[config.mk]
export PLATFORM = sky130hd
export DESIGN_NAME = afc_top
export DESIGN_NICKNAME = d
export VERILOG_FILES = /design/src/rtl/afc_pkg.sv /design/src/rtl/afc_top.sv
export VERILOG_INCLUDE_DIRS = /design/src /design/src/rtl
export SDC_FILE = /design/constraint.sdc
export NUM_CORES = 1
export LEC_CHECK = 0
export BUFFER_PORTS_ARGS = -buffer_cell sky130_fd_sc_hd__buf_2
export CORE_ASPECT_RATIO = 0.6
export CORE_MARGIN = 3
export CORE_UTILIZATION = 43
export DETAILED_ROUTE_END_ITERATION = 12
export HOLD_SLACK_MARGIN = 0.15
export SLEW_MARGIN = 5
export SYNTH_ARGS = -nofsm -noshare
export SYNTH_HDL_FRONTEND = slang
export SYNTH_SLANG_ARGS = --single-unit
export TNS_END_PERCENT = 5
[constraint.sdc]
create_clock -name pclk -period 13.8 [get_ports pclk]
set_input_delay 2.07 -clock pclk [delete_from_list [all_inputs] [get_ports pclk]]
set_output_delay 2.07 -clock pclk [all_outputs]
set_load 0.02 [all_outputs]
[src/rtl/afc_consts.svh]
`ifndef AFC_CONSTS_SVH
`define AFC_CONSTS_SVH

// Register indexes; byte address is four times the index
`define AFC_IDX_CFG1 8'h00
`define AFC_IDX_TACH_SEL 8'h01
`define AFC_IDX_DAC_SET 8'h04
`define AFC_IDX_PWM_SET 8'h05
`define AFC_IDX_FAN_START_TEMPERATURE_LOC 8'h10
`define AFC_IDX_FAN_START_TEMPERATURE_REM1 8'h11
`define AFC_IDX_FAN_START_TEMPERATURE_REM2 8'h12
`define AFC_IDX_TEST1 8'h14
`define AFC_IDX_STATUS 8'h18

// Field positions
`define AFC_CFG1_MON_EN 0
`define AFC_CFG1_AUTO_DAC 5
`define AFC_CFG1_AUTO_PWM 6
`define AFC_TEST1_PWM_INV 1

// Reset values
`define AFC_RST_CFG1 8'h00
`define AFC_RST_TACH_SEL 8'h00
`define AFC_RST_DAC_SET 8'hff
`define AFC_RST_PWM_SET 8'hff
`define AFC_RST_FAN_START_TEMPERATURE 8'h7f
`define AFC_RST_TEST1 8'h00

// Transfer function figures
`define AFC_RAMP_SPAN 9'h014
`define AFC_HYST_DEG 9'h004
`define AFC_DAC_RAMP_TOP 8'hf0
`define AFC_FULL_SCALE 8'hff
`define AFC_PWM_FLOOR_STEP 8'h11
`define AFC_PWM_PHASE_LAST 8'hfe

// Timing
`define AFC_CLK_HZ 125000000
`define AFC_PWM_FREQ_HZ 75
`define AFC_PWM_STEPS 255
`define AFC_SPINUP_MS 2000
`define AFC_SLOT_CYCLES (`AFC_CLK_HZ / (`AFC_PWM_FREQ_HZ * `AFC_PWM_STEPS))
`define AFC_SPINUP_CYCLES ((`AFC_CLK_HZ / 1000) * `AFC_SPINUP_MS)

// Counter widths and channel count
`define AFC_SLOT_W 13
`define AFC_SPIN_W 28
`define AFC_NCH 3

`endif

[src/rtl/afc_pkg.sv]
`include "afc_consts.svh"

package afc_pkg;

   // Fan state under automatic control
   typedef enum logic [1:0] {FAN_OFF, FAN_SPIN, FAN_RUN} afc_fan_type;

   // Whole state of the controller
   typedef struct packed {
      logic [7:0] cfg1;
      logic [7:0] tach_sel;
      logic [7:0] dac_set;
      logic [7:0] pwm_set;
      logic [`AFC_NCH-1:0][7:0] fan_start_temperature;
      logic [7:0] test1;
      logic pready;
      logic pslverr;
      logic [31:0] prdata;
      afc_fan_type fan;
      logic [`AFC_SPIN_W-1:0] spin_cnt;
      logic [7:0] dem_dac;
      logic [7:0] dem_pwm;
      logic [`AFC_SLOT_W-1:0] slot_cnt;
      logic [7:0] phase;
      logic [7:0] dac_code;
      logic pwm_oe;
      logic pwm_o;
      logic int_n;
   } afc_state_type;

endpackage : afc_pkg

[src/rtl/afc_top.sv]
`timescale 1ns/1ps
`include "afc_consts.svh"
// Overview of operation
// - Fan DAC code follows the DAC setting register unless automatic control overrides.
// - Power-on reset loads DAC setting with all ones for maximum drive.
// - Open-drain fan pulse output near 75 Hz, duty from PWM setting unless automatic pulse control overrides.
// - Test register bit 1 inverts the pulse output polarity for PMOS drivers.
// - Automatic control runs only while monitoring enable bit 0 is set.
// - Config bits 5 and 6 enable automatic DAC and pulse control separately.
// - Three signed minimum temperature thresholds: local and two remote sensors.
// - Upper nibble D sets floor: DAC 16 times D, duty 6.67 percent times D.
// - With both automatic outputs on, DAC nibble sets both floors; PWM setting ignored.
// - On crossing a threshold, full drive for two seconds, then the highest channel demand.
// - Over 20 degrees drive ramps linearly; duty to 100 percent, DAC to 240.
// - More than 20 degrees above threshold drives the DAC at full scale.
// - Highest demand among the three channels drives the fan outputs.
// - Fan stops only after all channels fall 4 degrees below threshold.
// - Each automatic fan start or stop pulses the active-low interrupt output.
// - Each tach select bit: clear means fan input, set means logic pin.
// - Tach select register resets to zero, all pins fan inputs.
// - Temperatures compared are 8-bit signed values, one degree per step.
module afc_top
   import afc_pkg::*;
#(
   parameter int unsigned SLOT_CYCLES = `AFC_SLOT_CYCLES,
   parameter int unsigned SPINUP_CYCLES = `AFC_SPINUP_CYCLES
) (
   // Clock and reset
   input wire logic pclk,
   input wire logic presetn,
   // APB slave
   input wire logic psel,
   input wire logic penable,
   input wire logic pwrite,
   input wire logic [11:0] paddr,
   input wire logic [31:0] pwdata,
   input wire logic [3:0] pstrb,
   output logic pready,
   output logic [31:0] prdata,
   output logic pslverr,
   // Temperature results from the measurement loop
   input wire logic [7:0] temp_local,
   input wire logic [7:0] temp_remote1,
   input wire logic [7:0] temp_remote2,
   input wire logic temp_valid,
   // Fan drive outputs
   output logic [7:0] dac_code,
   output logic pwm_pin_o,
   output logic pwm_pin_oe,
   input wire logic pwm_pin_i,
   // Tach pin function and interrupt
   output logic [7:0] tach_gpio_sel,
   output logic int_n
);

   afc_state_type cur_ff;
   afc_state_type nxt_st;

   logic [`AFC_NCH-1:0][7:0] temps;
   logic [`AFC_NCH-1:0][7:0] ch_dac;
   logic [`AFC_NCH-1:0][7:0] ch_pwm;
   logic [`AFC_NCH-1:0] ch_hot;
   logic [`AFC_NCH-1:0] ch_cool;
   logic auto_dac;
   logic auto_pwm;
   logic auto_any;
   logic [7:0] dac_floor;
   logic [7:0] pwm_floor;
   logic [3:0] pwm_nib;
   logic [7:0] duty;
   logic [7:0] max_dac;
   logic [7:0] max_pwm;
   logic pulse_high;
   logic [7:0] acc_idx;
   logic acc_ok;
   logic wr_fire;

   // Linear ramp from floor to top over the span
   function automatic logic [7:0] afc_ramp(input logic [7:0] floor_v, input logic [7:0] top_v,
                                           input logic [8:0] delta);
      logic [7:0] diff;
      logic [15:0] prod;
      diff = top_v - floor_v;
      prod = {8'h00, diff} * {7'h00, delta};
      return floor_v + 8'(prod / {7'h00, `AFC_RAMP_SPAN});
   endfunction : afc_ramp

   // Register index decode, shared by read and write paths
   function automatic logic afc_mapped(input logic [7:0] idx);
      case (idx)
         `AFC_IDX_CFG1, `AFC_IDX_TACH_SEL, `AFC_IDX_DAC_SET, `AFC_IDX_PWM_SET,
         `AFC_IDX_FAN_START_TEMPERATURE_LOC, `AFC_IDX_FAN_START_TEMPERATURE_REM1, `AFC_IDX_FAN_START_TEMPERATURE_REM2,
         `AFC_IDX_TEST1, `AFC_IDX_STATUS: begin
            return 1'b1;
         end
         default: begin
            return 1'b0;
         end
      endcase
   endfunction : afc_mapped

   // Sensor channels in threshold order: local, remote 1, remote 2
   assign temps[0] = temp_local;
   assign temps[1] = temp_remote1;
   assign temps[2] = temp_remote2;

   // Automatic enables, gated by the monitor bit
   assign auto_dac = cur_ff.cfg1[`AFC_CFG1_MON_EN] & cur_ff.cfg1[`AFC_CFG1_AUTO_DAC];
   assign auto_pwm = cur_ff.cfg1[`AFC_CFG1_MON_EN] & cur_ff.cfg1[`AFC_CFG1_AUTO_PWM];
   assign auto_any = auto_dac | auto_pwm;

   // Floors from the upper nibble of the settings
   assign dac_floor = {cur_ff.dac_set[7:4], 4'h0};
   assign pwm_nib = (auto_dac & auto_pwm) ? cur_ff.dac_set[7:4] : cur_ff.pwm_set[7:4];
   // 6.67 percent of 255 steps is 17 steps per nibble count
   assign pwm_floor = 8'({4'h0, pwm_nib} * `AFC_PWM_FLOOR_STEP);

   // Per-channel demand; signed compare of 8-bit degrees
   generate
      for (genvar ch = 0; ch < `AFC_NCH; ch++) begin : g_chan
         logic signed [8:0] delta;
         assign delta = $signed({temps[ch][7], temps[ch]}) -
                        $signed({cur_ff.fan_start_temperature[ch][7], cur_ff.fan_start_temperature[ch]});
         assign ch_hot[ch] = (delta > 9'sd0);
         // Cool only once 4 degrees under the threshold
         assign ch_cool[ch] = (delta <= -$signed(`AFC_HYST_DEG));
         always_comb begin
            if (delta > $signed(`AFC_RAMP_SPAN)) begin
               ch_dac[ch] = `AFC_FULL_SCALE;
               ch_pwm[ch] = `AFC_FULL_SCALE;
            end else if (delta > 9'sd0) begin
               ch_dac[ch] = afc_ramp(dac_floor, `AFC_DAC_RAMP_TOP, delta);
               ch_pwm[ch] = afc_ramp(pwm_floor, `AFC_FULL_SCALE, delta);
            end else begin
               // Inside the hysteresis band the fan idles at its floor
               ch_dac[ch] = dac_floor;
               ch_pwm[ch] = pwm_floor;
            end
         end
      end
   endgenerate

   // Highest demand wins
   always_comb begin
      max_dac = 8'h00;
      max_pwm = 8'h00;
      for (int i = 0; i < `AFC_NCH; i++) begin
         if (ch_dac[i] > max_dac) begin
            max_dac = ch_dac[i];
         end
         if (ch_pwm[i] > max_pwm) begin
            max_pwm = ch_pwm[i];
         end
      end
   end

   // Duty currently applied to the pulse output
   always_comb begin
      if (!auto_pwm) begin
         duty = cur_ff.pwm_set;
      end else begin
         case (cur_ff.fan)
            FAN_OFF: begin
               duty = 8'h00;
            end
            FAN_SPIN: begin
               duty = `AFC_FULL_SCALE;
            end
            FAN_RUN: begin
               duty = cur_ff.dem_pwm;
            end
            default: begin
               duty = 8'h00;
            end
         endcase
      end
   end

   // Phase below duty is the high part unless test1 bit 1 inverts it; full scale never toggles
   assign pulse_high = (cur_ff.phase < duty) ^ cur_ff.test1[`AFC_TEST1_PWM_INV];

   // APB access decode
   assign acc_idx = paddr[9:2];
   assign acc_ok = (paddr[11:10] == 2'h0) && (paddr[1:0] == 2'h0) && afc_mapped(acc_idx);
   assign wr_fire = psel & penable & cur_ff.pready & pwrite & acc_ok & pstrb[0];

   // Next-state logic
   always_comb begin
      nxt_st = cur_ff;
      nxt_st.int_n = 1'b1;

      // APB: answer one cycle after setup, write lands on the pready edge
      nxt_st.pready = psel & ~penable;
      nxt_st.pslverr = psel & ~penable & ~acc_ok;
      nxt_st.prdata = 32'h0000_0000;
      if (psel && !penable && !pwrite && acc_ok) begin
         case (acc_idx)
            `AFC_IDX_CFG1: begin
               nxt_st.prdata[7:0] = cur_ff.cfg1;
            end
            `AFC_IDX_TACH_SEL: begin
               nxt_st.prdata[7:0] = cur_ff.tach_sel;
            end
            `AFC_IDX_DAC_SET: begin
               nxt_st.prdata[7:0] = cur_ff.dac_set;
            end
            `AFC_IDX_PWM_SET: begin
               nxt_st.prdata[7:0] = cur_ff.pwm_set;
            end
            `AFC_IDX_FAN_START_TEMPERATURE_LOC: begin
               nxt_st.prdata[7:0] = cur_ff.fan_start_temperature[0];
            end
            `AFC_IDX_FAN_START_TEMPERATURE_REM1: begin
               nxt_st.prdata[7:0] = cur_ff.fan_start_temperature[1];
            end
            `AFC_IDX_FAN_START_TEMPERATURE_REM2: begin
               nxt_st.prdata[7:0] = cur_ff.fan_start_temperature[2];
            end
            `AFC_IDX_TEST1: begin
               nxt_st.prdata[7:0] = cur_ff.test1;
            end
            `AFC_IDX_STATUS: begin
               nxt_st.prdata[7:0] = {4'h0, auto_any, pwm_pin_i,
                                     cur_ff.fan == FAN_SPIN, cur_ff.fan != FAN_OFF};
            end
            default: begin
               nxt_st.prdata = 32'h0000_0000;
            end
         endcase
      end
      if (wr_fire) begin
         case (acc_idx)
            `AFC_IDX_CFG1: begin
               nxt_st.cfg1 = pwdata[7:0];
            end
            `AFC_IDX_TACH_SEL: begin
               nxt_st.tach_sel = pwdata[7:0];
            end
            `AFC_IDX_DAC_SET: begin
               nxt_st.dac_set = pwdata[7:0];
            end
            `AFC_IDX_PWM_SET: begin
               nxt_st.pwm_set = pwdata[7:0];
            end
            `AFC_IDX_FAN_START_TEMPERATURE_LOC: begin
               nxt_st.fan_start_temperature[0] = pwdata[7:0];
            end
            `AFC_IDX_FAN_START_TEMPERATURE_REM1: begin
               nxt_st.fan_start_temperature[1] = pwdata[7:0];
            end
            `AFC_IDX_FAN_START_TEMPERATURE_REM2: begin
               nxt_st.fan_start_temperature[2] = pwdata[7:0];
            end
            `AFC_IDX_TEST1: begin
               nxt_st.test1 = pwdata[7:0];
            end
            default: begin
               // Status is read-only
            end
         endcase
      end

      // Demand only moves on a fresh result, so the output stays steady between conversions
      if (temp_valid) begin
         nxt_st.dem_dac = max_dac;
         nxt_st.dem_pwm = max_pwm;
      end

      // Fan state machine
      if (!auto_any) begin
         // Leaving automatic mode is silent; software caused it
         nxt_st.fan = FAN_OFF;
         nxt_st.spin_cnt = '0;
      end else begin
         case (cur_ff.fan)
            FAN_OFF: begin
               if (temp_valid && (ch_hot != '0)) begin
                  nxt_st.fan = FAN_SPIN;
                  nxt_st.spin_cnt = '0;
                  nxt_st.int_n = 1'b0;
               end
            end
            FAN_SPIN: begin
               if (temp_valid && (&ch_cool)) begin
                  nxt_st.fan = FAN_OFF;
                  nxt_st.int_n = 1'b0;
               end else if (cur_ff.spin_cnt == `AFC_SPIN_W'(SPINUP_CYCLES - 1)) begin
                  nxt_st.fan = FAN_RUN;
               end else begin
                  nxt_st.spin_cnt = cur_ff.spin_cnt + 1'b1;
               end
            end
            FAN_RUN: begin
               if (temp_valid && (&ch_cool)) begin
                  nxt_st.fan = FAN_OFF;
                  nxt_st.int_n = 1'b0;
               end
            end
            default: begin
               nxt_st.fan = FAN_OFF;
            end
         endcase
      end

      // Analog output selection
      if (!auto_dac) begin
         nxt_st.dac_code = cur_ff.dac_set;
      end else begin
         case (nxt_st.fan)
            FAN_OFF: begin
               nxt_st.dac_code = 8'h00;
            end
            FAN_SPIN: begin
               nxt_st.dac_code = `AFC_FULL_SCALE;
            end
            FAN_RUN: begin
               nxt_st.dac_code = nxt_st.dem_dac;
            end
            default: begin
               nxt_st.dac_code = 8'h00;
            end
         endcase
      end

      // Pulse timebase: 255 phase steps per period
      if (cur_ff.slot_cnt == `AFC_SLOT_W'(SLOT_CYCLES - 1)) begin
         nxt_st.slot_cnt = '0;
         nxt_st.phase = (cur_ff.phase == `AFC_PWM_PHASE_LAST) ? 8'h00 : cur_ff.phase + 1'b1;
      end else begin
         nxt_st.slot_cnt = cur_ff.slot_cnt + 1'b1;
      end

      // Open drain: high is released, low is driven
      nxt_st.pwm_o = 1'b0;
      nxt_st.pwm_oe = ~pulse_high;
   end

   // State register
   always_ff @(posedge pclk or negedge presetn) begin
      if (!presetn) begin
         cur_ff.cfg1 <= `AFC_RST_CFG1;
         cur_ff.tach_sel <= `AFC_RST_TACH_SEL;
         cur_ff.dac_set <= `AFC_RST_DAC_SET;
         cur_ff.pwm_set <= `AFC_RST_PWM_SET;
         cur_ff.fan_start_temperature <= {`AFC_NCH{`AFC_RST_FAN_START_TEMPERATURE}};
         cur_ff.test1 <= `AFC_RST_TEST1;
         cur_ff.pready <= 1'b0;
         cur_ff.pslverr <= 1'b0;
         cur_ff.prdata <= 32'h0000_0000;
         cur_ff.fan <= FAN_OFF;
         cur_ff.spin_cnt <= '0;
         cur_ff.dem_dac <= 8'h00;
         cur_ff.dem_pwm <= 8'h00;
         cur_ff.slot_cnt <= '0;
         cur_ff.phase <= 8'h00;
         cur_ff.dac_code <= `AFC_RST_DAC_SET;
         cur_ff.pwm_oe <= 1'b0;
         cur_ff.pwm_o <= 1'b0;
         cur_ff.int_n <= 1'b1;
      end else begin
         cur_ff <= nxt_st;
      end
   end

   // Outputs straight from the state register
   assign pready = cur_ff.pready;
   assign prdata = cur_ff.prdata;
   assign pslverr = cur_ff.pslverr;
   assign dac_code = cur_ff.dac_code;
   assign pwm_pin_o = cur_ff.pwm_o;
   assign pwm_pin_oe = cur_ff.pwm_oe;
   assign tach_gpio_sel = cur_ff.tach_sel;
   assign int_n = cur_ff.int_n;

endmodule : afc_top

## Word-level counts from Yosys, hierarchy flattened

Memories as Yosys holds them, arrays and structs flattened.
Cells that the tools add are included.

- $add $sub $neg: 14
- Multiply operators: 7
- Div/mod/pow operators: 6
- Magnitude comparators: 16
- Equal/unequal tests: 19
- Muxes and demuxes: 42
- Bitwise logic cells: 15
- Reduce and logical (&&, ||, !) cells: 27

Operators with widths:

| kind | number |
|---|---|
| two-way mux 8 bit | 22 |
| divider 16 x 5 -> 16 bit, second input constant | 6 |
| multiplier 8 x 9 -> 16 bit | 6 |
| case mux 8 bit (9 select lines) | 1 |
| two-way mux 30 bit | 2 |
| two-way mux 28 bit | 2 |
| case mux 28 bit (2 select lines) | 1 |
| adder 8 bit | 6 |
| == test 8 x 5 -> 1 bit, second input constant | 5 |
| greater-than comparator 8 bit | 4 |
| case mux 8 bit (2 select lines) | 2 |
| adder 28 x 1 -> 28 bit, second input constant | 1 |
| == test 28 bit, second input constant | 1 |
| greater-than comparator 9 x 1 -> 1 bit, second input constant | 3 |
| greater-than comparator 9 x 6 -> 1 bit, second input constant | 3 |
| less-or-equal comparator 9 x 3 -> 1 bit, second input constant | 3 |
| subtractor 8 x 8 -> 9 bit | 3 |
| == test 8 x 3 -> 1 bit, second input constant | 2 |
| greater-than comparator 8 x 1 -> 1 bit, second input constant | 2 |
| two-way mux 16 bit | 1 |
| AND reduction 2 bit | 8 |
| subtractor 8 bit, first input constant | 2 |
| adder 13 x 1 -> 13 bit, second input constant | 1 |
| == test 13 bit, second input constant | 1 |
| 29 further kinds | 58 |

- Register bits: 175
- Bits in read-only memories: 32
- Input port bits: 79
- Output and inout bits: 53
- Word-level logic and storage cells: 167
- Memories: 1

Memories:

| name | depth | bits a word | read ports | clocked after memory_dff | wr ports | RTL line | RTL |
|---|---|---|---|---|---|---|---|
| (no name shown) | 32 | 1 | 1 | 0 | 0 | afc_top.sv:90 | `case (idx)` |

## Depth between registers and ports, before layout

- Word-level depth: 19
- Mapped depth: 72
- Mapped depth without buffers: 68

## Worst setup path before layout

OpenSTA, ideal clock, no wires.

- Kind: in2reg
- Start point: in temp_local[0]
- End point: reg cur_ff[32] (netlist name)
- Library setup time: 0.125 ns
- Data arrival time: 15.165 ns
- Data required time: 13.675 ns
- Path slack: -1.490 ns
- Stages: 63
- Path buffers: 4
- Cell sequence: inv_1 ha_1 inv_1 fa_1 a21o_1 a211oi_1 o21bai_1 xor2_1 and2_1 inv_1 fa_1 inv_1 fa_1 fa_1 inv_1 fa_1 inv_1 ha_1 [27 not listed] nor2_1 xnor2_1 nor2_1 ha_1 nand4_1 o21bai_1 a22oi_1 clkbuf_1 mux2i_1 ha_1 a21o_1 a21o_1 a21oi_1 o21ai_0 nand2_1 clkbuf_1 o21ai_0 mux2_2

- Cells in the longest elaborated chain, start to end: 12
- Elaborated cells between the ends (all ways): 14
- Classes of those cells: add/sub: 2; mul: 1; div: 1; order compare: 5; mux: 5

RTL lines:

| element | RTL line | RTL |
|---|---|---|
| from (decl) | afc_top.sv:42 | `input wire logic [7:0] temp_local,` |
| subtractor 8 x 8 -> 9 bit * | afc_top.sv:122 | `assign delta = $signed({temps[ch][7], temps[ch]}) -` |
| multiplier 8 x 9 -> 16 bit | afc_top.sv:84 | `prod = {8'h00, diff} * {7'h00, delta};` |
| divider 16 x 5 -> 16 bit | afc_top.sv:85 | `` return floor_v + 8'(prod / {7'h00, `AFC_RAMP_SPAN}); `` |
| adder 8 bit | afc_top.sv:85 |  |
| two-way mux 8 bit | afc_top.sv:131 | `end else if (delta > 9'sd0) begin` |
| two-way mux 8 bit * | afc_top.sv:128 | `` if (delta > $signed(`AFC_RAMP_SPAN)) begin `` |
| greater-than comparator 8 x 1 -> 1 bit | afc_top.sv:151 | `if (ch_pwm[i] > max_pwm) begin` |
| two-way mux 8 bit * | afc_top.sv:151 |  |
| greater-than comparator 8 bit | afc_top.sv:151 |  |
| two-way mux 8 bit * | afc_top.sv:151 |  |
| greater-than comparator 8 bit | afc_top.sv:151 |  |
| two-way mux 8 bit * | afc_top.sv:151 |  |
| to (signal assigned) | afc_top.sv:361 | `cur_ff <= nxt_st;` |
| to (decl) | afc_top.sv:56 | `afc_state_type cur_ff;` |

Every way passes the cells marked *; elsewhere a longest branch is shown, timed or not.
A chain may end at the register's enable or synchronous reset.

## Final worst setup path

- Start point: in temp_local[0]
- End point: reg cur_ff[39] (netlist name)

The elaborated chain is that of the path after synthesis.

==> results_dict.tcl <==
set metrics [dict create \
    wirelength_um 92100 \
    ys_types 119 \
    crit_path_frequent_cell "buf_4" \
    arrival_ps 14690 \
    synthCells 3699 \
    yosys_register_bits 151 \
    core_area_um2 66900 \
    fin_ws_ps -563 \
    synthTopCellsByCount "inv_1, nor2_1, nand2_1, ha_1, a21oi_1" \
    diodes 0 \
    seq_area_frac_synth_pct 13.1 \
    max_slew_margin_pct 25.4 \
    grt_overflow 0 \
    drive_gt1_share_pct 32.6 \
    drtIter0Drc 2513 \
    globalplace.congestion 0.922 \
    netlist_area_um2 29300 \
    synth_top_cell_area_share_pct 13.1 \
    async_reset_ff_share_pct 100 \
    setup-violations-final 24 \
    yosysTopAreaCell "ha_1" \
    final.period_utilization_pct 104 \
    maxCapViolations 0 \
    postRouteAntennaNets 0 \
    clockRootBuffer "clkbuf_16" \
    crit_slowest_cell "fa_2" \
    fmaxAchievable_mhz 69.6 \
    hold_viol 0 \
    finalNonFillerCells 5413 \
    cts.reportedPaths.clkPinSlew_ps 60 \
    dieArea_um2 71500 \
    grt_use_total_pct 25.0 \
    yosysMostFrequentCell "inv_1" \
    multi_input_area_um2 25200 \
    die_width_um 343 \
    critPathRequiredTime_ps 14120 \
    synth.area.top_cells "ha_1, fa_1, dfrtp_1, inv_1, xnor2_1" \
    cts_max_level 4 \
    rsz0062_at_grt "true" \
    num_rows 73 \
    viasPerCell 5.49 \
    hold_path_class "flop to flop" \
    outcome "finished with violations" \
    crit_fanout 6 \
    drv_slew 0 \
    critPathMaxStageDelay_ps 560 \
    critPathLaunchType "input pin" \
    ys.flop_type "dfrtp_1" \
    holdWs_ps 504 \
    layout_min_cycle_time_ps 14360 \
    finalClockSkew_ps 8.64 \
    pin_count 132 \
    antenna_found_initial 1 \
    violations "negative setup slack" \
    grt_max_degree 78 \
    die_y_um 208 \
    cp-end-kind "flop" \
    drt_pre_antenna_iters 6 \
    drcViolationCount 0 \
    wire_per_inst_um 17.0 \
    final_nets 5062 \
    cts_buffers 17 \
    area_delta_synth_final_pct 33.5 \
    dp.cells 5306 \
    worstSetupPathType "input pin to flop" \
    tightest_slew_ps 1110 \
    utilization_pct 58.6 \
    num-fill-cells 6068 \
    dr_total_vias 29737 \
    cts_tree "built" \
    hold_path_depth 1 \
    clockBufferDepth 2 \
    port_buffers 79 \
    cts_sinks 151 \
    postSynthAreaPerCell_um2 7.93 \
    grt_pass1_vias 27914 \
    dpl.hpwl_um 72700 \
    pre_cts_slack_ps -1680 \
    reg2reg_depth 63 \
    ys_warn_count 0 \
    clk_latency_ps 430 \
    grt_pass1_wl_um 149000 \
    start_util_pct 43.9 \
    synth-edff-count 0 \
    register_area_um2 3840 \
]
kinds of logic (layout without fill, tap and decap cells):
family          after synthesis  count (layout)  share of synthesized area (%)
mux                         138             138                           5.06
simple gates               1213            1213                           20.2
compound gates              924             925                           21.7
xor+xnor                    218             219                           6.77
fa+ha+maj                   487             487                           25.2
other cells                   1              25                         0.0128
flops                       151             151                           13.1
buf+inv                     567            1355                           7.98
layout make-up:
class                   count  share of cell area [%]
repair buffers            948                    17.9
multi-input cells        3007                    64.3
well taps                 900                    2.87
inverters                 376                    3.63
clock inverters             9                   0.329
clock buffers              22                    1.16
flip-flops and latches    151                    9.79
registers in the layout (all words and copies together), names as in the netlist:
register	count
cur_ff	123
dac_code	8
int_n	1
prdata	8
pready	1
pslverr	1
pwm_pin_oe	1
tach_gpio_sel	8
critical path, delay by kind of cell:
kind	cells	cell delay [ps]
adder cells (fa/ha/maj)	10	3320
XOR/XNOR	3	570
AO/OA/AOI/OAI	27	5160
multiplexers	2	460
buffers and inverters	20	2100
AND/OR/NAND/NOR	8	940
per-stage QoR:
| stage | cell area, um2 | TNS [ps] |
|---|---|---|
| 2_1_floorplan | 29800 | -8830 |
| 3_3_place_gp | 36300 | -32260 |
| 3_5_place_dp | 36300 | -36970 |
| 4_1_cts | 38300 | -7620 |
| 5_1_grt | 39200 | -23660 |
| 6_report | 39200 | -8790 |
layout by cell type (no fill, tap or decap), types with 23 or more instances in the layout:
cell,n
nor4_1,24
nor2_1,321
nor3_1,66
or2_2,33
dfstp_2,46
xor2_1,55
fa_1,167
nand2b_1,80
and2_1,32
ha_1,270
ha_4,30
a31oi_1,23
nor2b_1,34
a21oi_2,44
nand4_1,46
buf_2,76
a21oi_1,170
conb_1,25
and3_1,29
nand3_1,93
xnor2_1,132
or3_1,23
o21ai_0,145
o21bai_1,24
inv_1,357
dfrtp_1,105
a21o_1,62
a211oi_1,35
mux2i_1,50
buf_4,856
o211ai_1,50
o21ai_1,27
nand2_1,304
mux2_2,67
layer usage:
metal | share of wire (%) | global-route usage (%) | up-vias
li1 | - | - | 14690
met1 | 51 | 40.6 | 14093
met2 | 41 | 35.2 | 894
met3 | 7.1 | 4.06 | 58
met4 | 0.97 | 2.57 | 2
met5 | 0.013 | 0 | -
path summary, 6_finish.rpt:
path | startpoint | end | slack, ps
max | temp_local[0] | cur_ff[39] | -560
min | cur_ff[46] | cur_ff[46] | 500
max reg2reg | cur_ff[129] | cur_ff[39] | 560
min reg2reg | cur_ff[46] | cur_ff[46] | 500
max in group asynchronous | presetn | cur_ff[22] | 10680
min in group asynchronous | presetn | cur_ff[68] | 1650
what timing repair did:
| item | CTS | global route |
|---|---|---|
| resized for setup | 172 | 150 |
| hold buffers | 0 | 0 |
| gates cloned | 2 | 1 |
| buffers inserted | 54 | 21 |
| setup endpoints to repair | 24 | 24 |
| pin swaps | 132 | 115 |
Power is not shown: default switching activity piles up to over one toggle a cycle in this logic, so the estimate is an artifact.
